===== src/shared/upsc_pkg.sv =====
package upsc_pkg;
	// Clock and time base
	localparam int UPSC_CLK_NS = 40;
	localparam int UPSC_FRAME_NS = 4615000;
	localparam int UPSC_MS_NS = 1000000;
	localparam int UPSC_FRAME_CYC = UPSC_FRAME_NS / UPSC_CLK_NS;
	localparam int UPSC_MS_CYC = UPSC_MS_NS / UPSC_CLK_NS;
	// Millisecond durations
	localparam logic [11:0] UPSC_WIN_MS = 12'h014;
	localparam logic [11:0] UPSC_WAKE_MS = 12'h014;
	localparam logic [11:0] UPSC_OFF_2G_MS = 12'h7d0;
	localparam logic [11:0] UPSC_OFF_3G_MS = 12'h9c4;
	localparam logic [11:0] UPSC_MS_SAT = 12'hfff;
	// Inactivity timeout in frames
	localparam logic [15:0] UPSC_TMO_MIN = 16'h0028;
	localparam logic [15:0] UPSC_TMO_MAX = 16'hfde8;
	localparam logic [15:0] UPSC_TMO_RST = 16'h07d0;
	// Register byte offsets
	localparam logic [7:0] UPSC_OFS_CTRL = 8'h00;
	localparam logic [7:0] UPSC_OFS_TMO = 8'h04;
	localparam logic [7:0] UPSC_OFS_NET = 8'h08;
	localparam logic [7:0] UPSC_OFS_STAT = 8'h0c;
	// Field positions
	localparam int UPSC_CTRL_HWFC_BIT = 2;
	localparam int UPSC_STAT_CTS_BIT = 0;
	localparam int UPSC_STAT_PORT_BIT = 1;
	localparam int UPSC_STAT_IDLE_BIT = 2;
	localparam int UPSC_STAT_WAKE_BIT = 3;
	localparam int UPSC_STAT_REJ_BIT = 4;
	// Reset values
	localparam logic UPSC_HWFC_RST = 1'h1;
	localparam logic [1:0] UPSC_NET_RST = 2'h0;
	// Network registration codes
	localparam logic [1:0] UPSC_NET_NONE = 2'h0;
	localparam logic [1:0] UPSC_NET_2G = 2'h1;
	localparam logic [1:0] UPSC_NET_3G = 2'h2;
	// Bus responses
	localparam logic [1:0] UPSC_RESP_OKAY = 2'h0;
	localparam logic [1:0] UPSC_RESP_SLVERR = 2'h2;

	typedef enum logic [1:0] {
		UPSC_SET_FIXED,
		UPSC_SET_CYCLIC,
		UPSC_SET_RTS,
		UPSC_SET_DTR
	} upsc_setting_t;

	typedef enum logic [2:0] {
		UPSC_ST_ON,
		UPSC_ST_OFF,
		UPSC_ST_WIN,
		UPSC_ST_ACT,
		UPSC_ST_WAKE
	} upsc_state_t;
endpackage


===== src/design/upsc_tick.sv =====
`timescale 1ns/10ps
module upsc_tick
	import upsc_pkg::*;
#(
	parameter int FRAME_CYCLES = UPSC_FRAME_CYC,
	parameter int MS_CYCLES = UPSC_MS_CYC
)
(
	input wire logic clk,
	input wire logic sys_rst,
	output logic frame_tick,
	output logic ms_tick
);
	typedef struct packed {
		logic [31:0] fr_cnt;
		logic [31:0] ms_cnt;
		logic fr;
		logic ms;
	} upsc_tick_st_t;

	upsc_tick_st_t r_reg;
	upsc_tick_st_t r_next;

	// Free-running frame and millisecond dividers
	always_comb
	begin
		r_next = r_reg;
		r_next.fr = 1'h0;
		r_next.ms = 1'h0;
		if (r_reg.fr_cnt >= 32'(FRAME_CYCLES - 1))
		begin
			r_next.fr_cnt = 32'h0;
			r_next.fr = 1'h1;
		end
		else
			r_next.fr_cnt = r_reg.fr_cnt + 32'h1;
		if (r_reg.ms_cnt >= 32'(MS_CYCLES - 1))
		begin
			r_next.ms_cnt = 32'h0;
			r_next.ms = 1'h1;
		end
		else
			r_next.ms_cnt = r_reg.ms_cnt + 32'h1;
	end

	always_ff @(posedge clk or posedge sys_rst)
	begin
		if (sys_rst)
			r_reg <= '0;
		else
			r_reg <= r_next;
	end

	assign frame_tick = r_reg.fr;
	assign ms_tick = r_reg.ms;
endmodule


===== src/design/upsc_top.sv =====
// Function
// Setting 1 command disables port at once
// Setting 1 timeout 40..65000 frames, default 2000
// Each received character reloads inactivity timer
// No timeout right after setting 1 applied
// Own pending output enables port, blocks idle
// 2G: enable with paging after 2.0 s
// 3G: on 20 ms, off 2.5 s, repeat
// Unregistered: on 20 ms, off 2.5 s
// With flow control, CTS shows port enable
// Setting 2 refused with flow control enabled
// Setting 2: RTS off disables port
// Setting 2: RTS on enables, active 20 ms later
// Setting 2: RTS on keeps port, no idle
// Setting 3 works with any flow control
// Setting 3: DTR off disables port
// Setting 3: DTR on enables, active 20 ms later
// Setting 3: DTR on holds port; DTR passthrough
// TXD rise wakes in 20 ms, discards character
// Data wake only setting 1 without flow control
// Host waits 20 ms after wake character
// Host sends extra leading character with autobaud
// Host sends dummy attention without autobaud
// USB active forbids idle, port still governed
// Setting 0: never idle, CTS on after init
// All timing from one free-running tick source
//
// The implementer's own choices: register access over AXI4-Lite and the address map.
`timescale 1ns/10ps
module upsc_top
	import upsc_pkg::*;
#(
	parameter int FRAME_CYCLES = UPSC_FRAME_CYC,
	parameter int MS_CYCLES = UPSC_MS_CYC
)
(
	input wire logic clk,
	input wire logic sys_rst,
	input wire logic [7:0] s_axi_awaddr,
	input wire logic s_axi_awvalid,
	output logic s_axi_awready,
	input wire logic [31:0] s_axi_wdata,
	input wire logic [3:0] s_axi_wstrb,
	input wire logic s_axi_wvalid,
	output logic s_axi_wready,
	output logic [1:0] s_axi_bresp,
	output logic s_axi_bvalid,
	input wire logic s_axi_bready,
	input wire logic [7:0] s_axi_araddr,
	input wire logic s_axi_arvalid,
	output logic s_axi_arready,
	output logic [31:0] s_axi_rdata,
	output logic [1:0] s_axi_rresp,
	output logic s_axi_rvalid,
	input wire logic s_axi_rready,
	input wire logic host_txd,
	input wire logic rts_n,
	input wire logic dtr_n,
	input wire logic usb_active,
	input wire logic port_init_done,
	input wire logic tx_pending,
	input wire logic rx_char,
	input wire logic paging_rx,
	output logic cts_n,
	output logic port_en,
	output logic idle_ok,
	output logic waking,
	output logic dtr_ctrl
);
	typedef struct packed {
		upsc_setting_t set;
		logic hwfc;
		logic [15:0] tmo;
		logic [1:0] net;
		logic reject;
		upsc_state_t st;
		logic [11:0] ms_cnt;
		logic [15:0] fr_cnt;
		logic txd_prev;
		logic port_en;
		logic idle_ok;
		logic waking;
		logic cts_n;
		logic dtr_ctrl;
		logic aw_full;
		logic [7:0] aw_addr;
		logic w_full;
		logic [31:0] w_data;
		logic [3:0] w_strb;
		logic awready;
		logic wready;
		logic bvalid;
		logic [1:0] bresp;
		logic arready;
		logic rvalid;
		logic [31:0] rdata;
		logic [1:0] rresp;
	} upsc_st_t;

	upsc_st_t r_reg;
	upsc_st_t r_next;
	logic frame_tick;
	logic ms_tick;

	// Register view of the current state
	function automatic logic [31:0] reg_read(
		input upsc_st_t s,
		input logic [7:0] addr
	);
		logic [31:0] v;
		v = 32'h0;
		unique case (addr)
			UPSC_OFS_CTRL:
			begin
				v[1:0] = s.set;
				v[UPSC_CTRL_HWFC_BIT] = s.hwfc;
			end
			UPSC_OFS_TMO: v[15:0] = s.tmo;
			UPSC_OFS_NET: v[1:0] = s.net;
			UPSC_OFS_STAT:
			begin
				v[UPSC_STAT_CTS_BIT] = ~s.cts_n;
				v[UPSC_STAT_PORT_BIT] = s.port_en;
				v[UPSC_STAT_IDLE_BIT] = s.idle_ok;
				v[UPSC_STAT_WAKE_BIT] = s.waking;
				v[UPSC_STAT_REJ_BIT] = s.reject;
			end
			default: v = 32'h0;
		endcase
		return v;
	endfunction

	// Byte-lane merge of a write into an old value
	function automatic logic [31:0] lane_merge(
		input logic [31:0] old_v,
		input logic [31:0] new_v,
		input logic [3:0] strb
	);
		logic [31:0] m;
		m = {{8{strb[3]}}, {8{strb[2]}}, {8{strb[1]}}, {8{strb[0]}}};
		return (old_v & ~m) | (new_v & m);
	endfunction

	function automatic logic addr_mapped(input logic [7:0] addr);
		return addr == UPSC_OFS_CTRL || addr == UPSC_OFS_TMO ||
			addr == UPSC_OFS_NET || addr == UPSC_OFS_STAT;
	endfunction

	// Shared frame and millisecond time base
	upsc_tick #(
		.FRAME_CYCLES(FRAME_CYCLES),
		.MS_CYCLES(MS_CYCLES)
	) u_tick (
		.clk(clk),
		.sys_rst(sys_rst),
		.frame_tick(frame_tick),
		.ms_tick(ms_tick)
	);

	always_comb
	begin
		logic line_on;
		logic txd_rise;
		logic wod_arm;
		logic [31:0] wv;
		upsc_setting_t ws;
		logic wh;
		line_on = (r_reg.set == UPSC_SET_RTS) ? ~rts_n : ~dtr_n;
		txd_rise = host_txd & ~r_reg.txd_prev;
		wod_arm = (r_reg.set == UPSC_SET_CYCLIC) && !r_reg.hwfc;
		wv = 32'h0;
		ws = UPSC_SET_FIXED;
		wh = 1'h0;
		r_next = r_reg;
		r_next.txd_prev = host_txd;
		r_next.dtr_ctrl = ~dtr_n;
		if (ms_tick && r_reg.ms_cnt != UPSC_MS_SAT)
			r_next.ms_cnt = r_reg.ms_cnt + 12'h001;

		// Power-save sequencing
		unique case (r_reg.set)
			UPSC_SET_FIXED: r_next.st = UPSC_ST_ON;
			UPSC_SET_CYCLIC:
			begin
				unique case (r_reg.st)
					UPSC_ST_OFF:
					begin
						if (wod_arm && txd_rise)
						begin
							r_next.st = UPSC_ST_WAKE;
							r_next.ms_cnt = 12'h000;
						end
						else if (r_reg.net == UPSC_NET_2G)
						begin
							if (paging_rx && r_reg.ms_cnt >= UPSC_OFF_2G_MS)
							begin
								r_next.st = UPSC_ST_WIN;
								r_next.ms_cnt = 12'h000;
							end
						end
						else if (r_reg.ms_cnt >= UPSC_OFF_3G_MS)
						begin
							r_next.st = UPSC_ST_WIN;
							r_next.ms_cnt = 12'h000;
						end
					end
					UPSC_ST_WIN:
					begin
						if (rx_char)
						begin
							r_next.st = UPSC_ST_ACT;
							r_next.fr_cnt = r_reg.tmo;
						end
						else if (r_reg.ms_cnt >= UPSC_WIN_MS)
						begin
							r_next.st = UPSC_ST_OFF;
							r_next.ms_cnt = 12'h000;
						end
					end
					UPSC_ST_ACT:
					begin
						if (rx_char)
							r_next.fr_cnt = r_reg.tmo;
						else if (frame_tick)
						begin
							if (r_reg.fr_cnt <= 16'h0001)
							begin
								r_next.st = UPSC_ST_OFF;
								r_next.ms_cnt = 12'h000;
							end
							else
								r_next.fr_cnt = r_reg.fr_cnt - 16'h0001;
						end
					end
					UPSC_ST_WAKE:
					begin
						if (r_reg.ms_cnt >= UPSC_WAKE_MS)
						begin
							r_next.st = UPSC_ST_ACT;
							r_next.fr_cnt = r_reg.tmo;
						end
					end
					default:
					begin
						r_next.st = UPSC_ST_OFF;
						r_next.ms_cnt = 12'h000;
					end
				endcase
			end
			UPSC_SET_RTS, UPSC_SET_DTR:
			begin
				if (!line_on)
					r_next.st = UPSC_ST_OFF;
				else if (r_reg.st == UPSC_ST_OFF)
				begin
					r_next.ms_cnt = 12'h000;
					// Wake delay only when coming out of idle
					r_next.st = r_reg.idle_ok ? UPSC_ST_WAKE : UPSC_ST_ON;
				end
				else if (r_reg.st == UPSC_ST_WAKE)
				begin
					if (r_reg.ms_cnt >= UPSC_WAKE_MS)
						r_next.st = UPSC_ST_ON;
				end
				else
					r_next.st = UPSC_ST_ON;
			end
		endcase

		// Register bus: write channels
		if (r_reg.bvalid && s_axi_bready)
			r_next.bvalid = 1'h0;
		if (s_axi_awvalid && r_reg.awready)
		begin
			r_next.aw_full = 1'h1;
			r_next.aw_addr = s_axi_awaddr;
		end
		if (s_axi_wvalid && r_reg.wready)
		begin
			r_next.w_full = 1'h1;
			r_next.w_data = s_axi_wdata;
			r_next.w_strb = s_axi_wstrb;
		end
		if (r_next.aw_full && r_next.w_full)
		begin
			r_next.aw_full = 1'h0;
			r_next.w_full = 1'h0;
			r_next.bvalid = 1'h1;
			r_next.bresp = addr_mapped(r_next.aw_addr) ? UPSC_RESP_OKAY :
				UPSC_RESP_SLVERR;
			wv = lane_merge(reg_read(r_reg, r_next.aw_addr), r_next.w_data,
				r_next.w_strb);
			unique case (r_next.aw_addr)
				UPSC_OFS_CTRL:
				begin
					ws = upsc_setting_t'(wv[1:0]);
					wh = wv[UPSC_CTRL_HWFC_BIT];
					if (ws == UPSC_SET_RTS && wh)
						r_next.reject = 1'h1;
					else
					begin
						r_next.reject = 1'h0;
						r_next.set = ws;
						r_next.hwfc = wh;
						if (ws == UPSC_SET_CYCLIC)
						begin
							r_next.st = UPSC_ST_OFF;
							r_next.ms_cnt = 12'h000;
						end
					end
				end
				UPSC_OFS_TMO:
				begin
					if (wv[15:0] >= UPSC_TMO_MIN && wv[15:0] <= UPSC_TMO_MAX)
					begin
						r_next.tmo = wv[15:0];
						r_next.reject = 1'h0;
					end
					else
						r_next.reject = 1'h1;
				end
				UPSC_OFS_NET: r_next.net = wv[1:0];
				default: r_next.reject = r_reg.reject;
			endcase
		end
		r_next.awready = !r_next.aw_full && !r_next.bvalid;
		r_next.wready = !r_next.w_full && !r_next.bvalid;

		// Register bus: read channel
		if (r_reg.rvalid && s_axi_rready)
			r_next.rvalid = 1'h0;
		if (s_axi_arvalid && r_reg.arready)
		begin
			r_next.rvalid = 1'h1;
			r_next.rdata = reg_read(r_reg, s_axi_araddr);
			r_next.rresp = addr_mapped(s_axi_araddr) ? UPSC_RESP_OKAY :
				UPSC_RESP_SLVERR;
		end
		r_next.arready = !r_next.rvalid;

		// Pin outputs
		r_next.port_en = r_next.st == UPSC_ST_ON || r_next.st == UPSC_ST_WIN ||
			r_next.st == UPSC_ST_ACT || tx_pending ||
			(r_next.st == UPSC_ST_WAKE && r_next.set != UPSC_SET_CYCLIC);
		r_next.idle_ok = r_next.set != UPSC_SET_FIXED &&
			r_next.st == UPSC_ST_OFF && !tx_pending &&
			!usb_active;
		r_next.waking = r_next.st == UPSC_ST_WAKE;
		if (r_next.hwfc && (r_next.set == UPSC_SET_CYCLIC ||
			r_next.set == UPSC_SET_DTR))
			r_next.cts_n = ~r_next.port_en;
		else
			r_next.cts_n = ~port_init_done;
	end

	always_ff @(posedge clk or posedge sys_rst)
	begin
		if (sys_rst)
		begin
			r_reg <= '0;
			r_reg.set <= UPSC_SET_FIXED;
			r_reg.hwfc <= UPSC_HWFC_RST;
			r_reg.tmo <= UPSC_TMO_RST;
			r_reg.net <= UPSC_NET_RST;
			r_reg.st <= UPSC_ST_ON;
			r_reg.cts_n <= 1'h1;
			// Idle line level, so release gives no false wake edge
			r_reg.txd_prev <= 1'h1;
		end
		else
			r_reg <= r_next;
	end

	assign s_axi_awready = r_reg.awready;
	assign s_axi_wready = r_reg.wready;
	assign s_axi_bresp = r_reg.bresp;
	assign s_axi_bvalid = r_reg.bvalid;
	assign s_axi_arready = r_reg.arready;
	assign s_axi_rdata = r_reg.rdata;
	assign s_axi_rresp = r_reg.rresp;
	assign s_axi_rvalid = r_reg.rvalid;
	assign cts_n = r_reg.cts_n;
	assign port_en = r_reg.port_en;
	assign idle_ok = r_reg.idle_ok;
	assign waking = r_reg.waking;
	assign dtr_ctrl = r_reg.dtr_ctrl;
endmodule


===== config.mk =====
export PLATFORM = sky130hd
export DESIGN_NAME = upsc_top
export DESIGN_NICKNAME = d
export VERILOG_FILES = /design/src/shared/upsc_pkg.sv /design/src/design/upsc_tick.sv /design/src/design/upsc_top.sv
export SDC_FILE = /design/constraint.sdc
export NUM_CORES = 1
export LEC_CHECK = 0
export BUFFER_PORTS_ARGS = -buffer_cell sky130_fd_sc_hd__buf_2
export CAP_MARGIN = 15
export CORE_MARGIN = 5
export CORE_UTILIZATION = 62
export CTS_CLUSTER_SIZE = 16
export DETAILED_ROUTE_END_ITERATION = 10
export PLACE_DENSITY = 0.81
export SLEW_MARGIN = 10
export SYNTH_ARGS = -nofsm -noshare
export SYNTH_HDL_FRONTEND = slang
export SYNTH_SLANG_ARGS = --single-unit

===== constraint.sdc =====
create_clock -name clk -period 14.9 [get_ports clk]
set_clock_uncertainty 0.2 [all_clocks]
set_input_delay 2.98 -clock clk [delete_from_list [all_inputs] [get_ports clk]]
set_output_delay 2.98 -clock clk [all_outputs]
set_load 0.03 [all_outputs]

# Word level (Yosys, flattened, before mapping)
# Cells that the tools add are included.
# W data, S select, Z words.
# totals
ff_bits	196
inputBits	67
out_inout_bits	46
wordCells	199
# op_classes
add_sub_neg	4
order_cmp	8
n_eq_ne	28
muxes	68
bitwise	11
n_reduce_logical	49
# op_table
cell	n
$mux W15	10
$mux W16	6
$mux W37	2
$add A32 B1 Y32 const B	2
$mux W32	2
$mux W12	4
$pmux W12 S4	1
$pmux W16 S3	1
$mux W35	1
$mux W11	3
$and A16 B16 Y16	2
$eq A8 B4 Y1 const B	4
$ge A32 B15 Y1 const B	1
$ge A32 B17 Y1 const B	1
$mux W31	1
$mux W3	10
$pmux W12 S2	1
$logic_and A1 B1 Y1	19
$eq A8 B3 Y1 const B	2
$ge A16 B6 Y1 const B	1
$le A16 B1 Y1 const B	1
$le A16 B16 Y1 const B	1
$logic_not A8 Y1	2
$not A16 Y16	1
other kinds (37)	89

# Longest topological paths before layout
# logic_depth
depth_word	19
mapped_depth	12
depth_no_buf	10

# Modules after synthesis
# From an unflattened synthesis, not the netlist that was laid out.
# hier_totals
hier_cells	865
hier_area_um2	8839.7
# modules_own_cells
module	n_inst	cells_each	area_each_um2	seq_area_each_um2
upsc_top	1	648	6203.4	2763.9
upsc_tick	1	217	2636.3	1651.6

# Worst setup path after synthesis
# No wires, ideal clock.
# synth_path
path_type	input to register
startpoint	input port s_axi_awaddr[1]
endpoint	register r_reg[138] in the netlist's numbering
setup_time_ps	128
arrival_ps	5296
t_required_ps	14572
slack_ps	9276
path_stages	9
path_buffers	1
cell_sequence	or4_4 > nor4_4 > buf_2 > o211ai_1 > a31oi_1 > o21ai_1 > a211oi_2 > nand3b_2 > mux2_1
# synth_between
elab_chain_len	9
elab_cells_between_ends	19
classes_between	order compare: 2; eq/ne: 3; mux: 9; bitwise: 2; reduce/logical: 3
# synth_lines
element	line	source
from (decl)	upsc_top.sv:39	input wire logic [7:0] s_axi_awaddr,
$mux W9 (*)	upsc_top.sv:273	if (s_axi_awvalid && r_reg.awready)
$eq A8 B4 Y1 (tied with other cells)	upsc_top.sv:112	unique case (addr)
$pmux W2 S4 (tied with other cells)	upsc_top.sv:112	
$mux W2 (tied with other cells)	upsc_top.sv:284	if (r_next.aw_full && r_next.w_full)
$and A16 B16 Y16	upsc_top.sv:141	return (old_v & ~m) | (new_v & m);
$or A16 B16 Y16	upsc_top.sv:141	
$ge A16 B6 Y1 or $le A16 B16 Y1 (tied branches)	upsc_top.sv:314	if (wv[15:0] >= UPSC_TMO_MIN && wv[15:0] <= UPSC_TMO_MAX)
$logic_and A1 B1 Y1	upsc_top.sv:314	
$reduce_and A3 Y1 (no line)	-	
to (signal assigned)	upsc_top.sv:371	r_reg <= r_next;
to (decl)	upsc_top.sv:100	upsc_st_t r_reg;
# Mark *: on every way between the ends. The rest lies on a longest branch, timed or not. The select of a mux whose other input is x is not followed.
# A chain may end at the register's enable or synchronous reset.

# Final worst setup path
# layout_path
startpoint	input port s_axi_awaddr[1]
endpoint	register r_reg[139] in the netlist's numbering
# The elaborated chain is that of the path after synthesis.

==> results.sh <==
export IMPL_synth_top_area_share_pct=49.4
export IMPL_crit_reg2reg_launch="r_reg[79]"
export IMPL_ys_types=74
export IMPL_worst_endpoint_required_ns=15.00
export IMPL_power_switching_fraction_pct=34.6
export IMPL_via_per_inst=5.79
export IMPL_post_synth_main_area_contributors="sky130_fd_sc_hd__dfrtp_1 49%, sky130_fd_sc_hd__nand2_1 3.9%, sky130_fd_sc_hd__nor2_1 3.8%"
export IMPL_met3RoutedLength_um=1010
export IMPL_post_synth_cell_area_avg_um2=9.96
export IMPL_tns_ns=0
export IMPL_die_w_um=127
export IMPL_sequential_group_share_of_total_power_pct=44.2
export IMPL_cp_capture_type="register"
export IMPL_wire_length_of_the_first_global_routing_pass_um=29800
export IMPL_cts_root_buffer="sky130_fd_sc_hd__clkbuf_16"
export IMPL_final_net_count=1008
export IMPL_wl_per_cell_um=15.9
export IMPL_detail_route_drc_violations=0
export IMPL_setup_worst_path_start="s_axi_awaddr[1]"
export IMPL_detailroute_wirelength_met2_um=8750
export IMPL_globalplace_congestion=0.878
export IMPL_timing_hold_ws_ns=0.278
export IMPL_peakVddDrop_v=0.0000860
export IMPL_layout_cells_most_common_list="167 x sky130_fd_sc_hd__dfrtp_1, 87 x sky130_fd_sc_hd__nand2_1, 86 x sky130_fd_sc_hd__nor2_1"
export IMPL_place_ws_ns=8.44
export IMPL_setup_worst_path_end="r_reg[139]"
export IMPL_num_vias=6497
export IMPL_initialDrtViolationCount=591
export IMPL_clkSlewWorstSetupHoldPaths_ns=0.06
export IMPL_ys_warns=0
export IMPL_number_of_clock_sinks_seen_by_cts=176
export IMPL_critical_path_peak_fanout=16
export IMPL_finalPower_w=0.00142
export IMPL_syn_instance_count=849
export IMPL_maximum_clock_path_buffer_count=2
export IMPL_timing_final_crit_share_pct=41.0
export IMPL_power_frac_comb_pct=24.7
export IMPL_mappedNetlistArea_um2=8460
export IMPL_die_h_um=127
export IMPL_timing_fmax_ghz=0.164
export IMPL_area_growth_pct=12.0
export IMPL_fillCellCount=999
export IMPL_post_synth_edffs=0
export IMPL_finalWorstPathRequiredPeriod_ns=6.11
export IMPL_status="completed"
export IMPL_postSynth_topFlopCell="sky130_fd_sc_hd__dfrtp_1"
export IMPL_cellLeakagePower_nw=4.30
export IMPL_maxCapViolations=0
export IMPL_post_cts_hold_buffers=0
export IMPL_grt_antenna_before_repair=0
export IMPL_timing_max_slew_rel_slack_pct=28.6
export IMPL_pin_count_of_the_biggest_net_entering_global_routing=114
export IMPL_htree_num_levels=4
export IMPL_grt_usage_pct=22.9
export IMPL_r2r_end="r_reg[139]"
export IMPL_buffer_ports_inserted=76
export IMPL_cts_tree="built"
export IMPL_critical_path_arrival_ns=6.21
export IMPL_p_sw_w=0.000491
export IMPL_ff_to_ff_setup_slack_ns=10.97
export IMPL_power_per_cell_area_nw_per_um2=150
export IMPL_post_cts_repair_setup_buffers=0
export IMPL_worst_slew_pin_slew_ns=1.07
export IMPL_antenna_cells_inserted=0
export IMPL_cp_start_kind="primary input"
export IMPL_drive_above_1_share_pct=14.8
export IMPL_final_hold_viol_count=0
export IMPL_synth_largest_area_cell="sky130_fd_sc_hd__dfrtp_1"
export IMPL_timing_final_ws_setup_ns=8.79
export IMPL_overflow=0
export IMPL_core_um2=13300
export IMPL_setup_repair_after_global_routing_missed_its_margin="false"
export IMPL_first_pass_iters=5
export IMPL_io_pins=113
export IMPL_critPathKind="primary input to register"
export IMPL_post_cts_resized=0
export IMPL_final_max_slew_viol_count=0
export IMPL_floorplan_initialDensity_pct=63.6
export IMPL_yosys_register_bits=176
export IMPL_sequential_area_share_after_synthesis_pct=52.2
export IMPL_highest_signal_layer="met4"
export IMPL_final_antenna_net_count=0
export IMPL_numCtsBuffers=17
export IMPL_routed_wirelength_um=17800
export IMPL_worstSkewPairLatency_ns=0.43
export IMPL_hp_class="register to register"
export IMPL_row_count=42
export IMPL_detailedPlacementHpwl_um=12400
export IMPL_timing_final_setup_violations=0
export IMPL_largest_register_ffs=82
export IMPL_cellInternalPower_w=0.000928
export IMPL_p_clk_share_pct=31.1
export IMPL_design_die_area_um2=16100
export IMPL_layout_commonest_cell="sky130_fd_sc_hd__dfrtp_1"
export IMPL_asyncSetResetFlopFracSynth_pct=100
export IMPL_reg2regPathDepth=8
export IMPL_via_count_of_the_first_global_routing_pass=6047
export IMPL_wl_met1_um=7810
cells by family after synthesis:
logic type | after synthesis | share of synthesized area (%)
AOI/OAI and AO/OA | 182 | 14.4
xor gates and xnor gates | 38 | 3.93
adders and majority gates | 7 | 1.04
buffers and inverters | 92 | 5.83
DFF | 176 | 52.2
muxes | 27 | 3.77
other | 1 | 0.0443
and+or+nand+nor | 326 | 18.8
worst max-delay path, stage by stage:
cell	delay (ns)
sky130_fd_sc_hd__buf_2	0.11
sky130_fd_sc_hd__or4_4	0.53
sky130_fd_sc_hd__nor4_4	0.63
sky130_fd_sc_hd__o221ai_1	0.21
sky130_fd_sc_hd__a41oi_1	0.61
sky130_fd_sc_hd__o311ai_0	0.27
sky130_fd_sc_hd__a21o_1	0.28
sky130_fd_sc_hd__nand3b_2	0.22
sky130_fd_sc_hd__mux2_1	0.36
power groups by stage:
| stage | registers [W] | clock network (W) | logic [W] |
|---|---|---|---|
| after floorplan | 0.000623 | 0 | 0.000266 |
| after CTS | 0.000626 | 0.000447 | 0.000350 |
| after global routing | 0.000636 | 0.000471 | 0.000391 |
| final | 0.000627 | 0.000441 | 0.000351 |
| after detailed placement | 0.000634 | 0 | 0.000347 |
| after global placement | 0.000633 | 0 | 0.000341 |
worst min path at each step:
stage                     slack, ns        endpoint      startpoint  cells past startpoint
after floorplan                0.24       r_reg[48]       r_reg[48]                      2
after global placement         0.26       r_reg[54]       r_reg[54]                      2
after detailed placement       0.26       r_reg[54]       r_reg[54]                      2
after CTS                      0.28  s_axi_rdata[4]  s_axi_rdata[4]                      2
after global routing           0.30       r_reg[54]       r_reg[54]                      2
final                          0.28       r_reg[84]       r_reg[84]                      2
final cells by class:
class | instances | area [um^2] | share of cell area [%]
Multi-Input combinational cell | 630 | 3730 | 39.4
Clock inverter | 14 | 154 | 1.62
Clock buffer | 18 | 429 | 4.53
Tap cell | 176 | 220 | 2.32
Sequential cell | 176 | 4420 | 46.6
Inverter | 30 | 118 | 1.24
Timing Repair Buffer | 79 | 403 | 4.25
routing by layer:
layer	global-route usage, %	vias up
met3	5.04	21
met1	31.3	3152
li1	-	3117
met2	37.5	207
met5	0	-
met4	5.93	0
per-stage QoR:
| step | area, um^2 | cells | utilization (%) |
|---|---|---|---|
| 2_1_floorplan | 8640 | 898 | - |
| 6_report | 9470 | 1123 | 71.2 |
| 5_1_grt | 9470 | 1123 | 71.2 |
| 3_5_place_dp | 8890 | 1091 | 66.9 |
| 4_1_cts | 9470 | 1123 | 71.2 |
| 3_3_place_gp | 8890 | 1091 | 66.9 |
synthesized netlist by cell type (6+ instances only):
library cell and count:
sky130_fd_sc_hd__nor2b_1 6, sky130_fd_sc_hd__nor2_1 86, sky130_fd_sc_hd__and3_1 16, sky130_fd_sc_hd__a31oi_1 10, sky130_fd_sc_hd__nand3_1 36, sky130_fd_sc_hd__o211ai_1 10, sky130_fd_sc_hd__nand2_1 87, sky130_fd_sc_hd__clkbuf_1 21
sky130_fd_sc_hd__a22o_1 14, sky130_fd_sc_hd__o21ai_0 47, sky130_fd_sc_hd__a22oi_1 12, sky130_fd_sc_hd__nor3_1 25, sky130_fd_sc_hd__xor2_1 18, sky130_fd_sc_hd__and2_1 10, sky130_fd_sc_hd__xnor2_1 20, sky130_fd_sc_hd__mux2i_1 6
sky130_fd_sc_hd__inv_1 29, sky130_fd_sc_hd__o2111ai_1 6, sky130_fd_sc_hd__dfstp_2 9, sky130_fd_sc_hd__buf_4 36, sky130_fd_sc_hd__a21oi_1 31, sky130_fd_sc_hd__nor4_1 18, sky130_fd_sc_hd__mux2_1 14, sky130_fd_sc_hd__nand4_1 10
sky130_fd_sc_hd__dfrtp_1 167, sky130_fd_sc_hd__ha_1 7, sky130_fd_sc_hd__nand2b_1 10
Power figures use the tool's default switching activity.
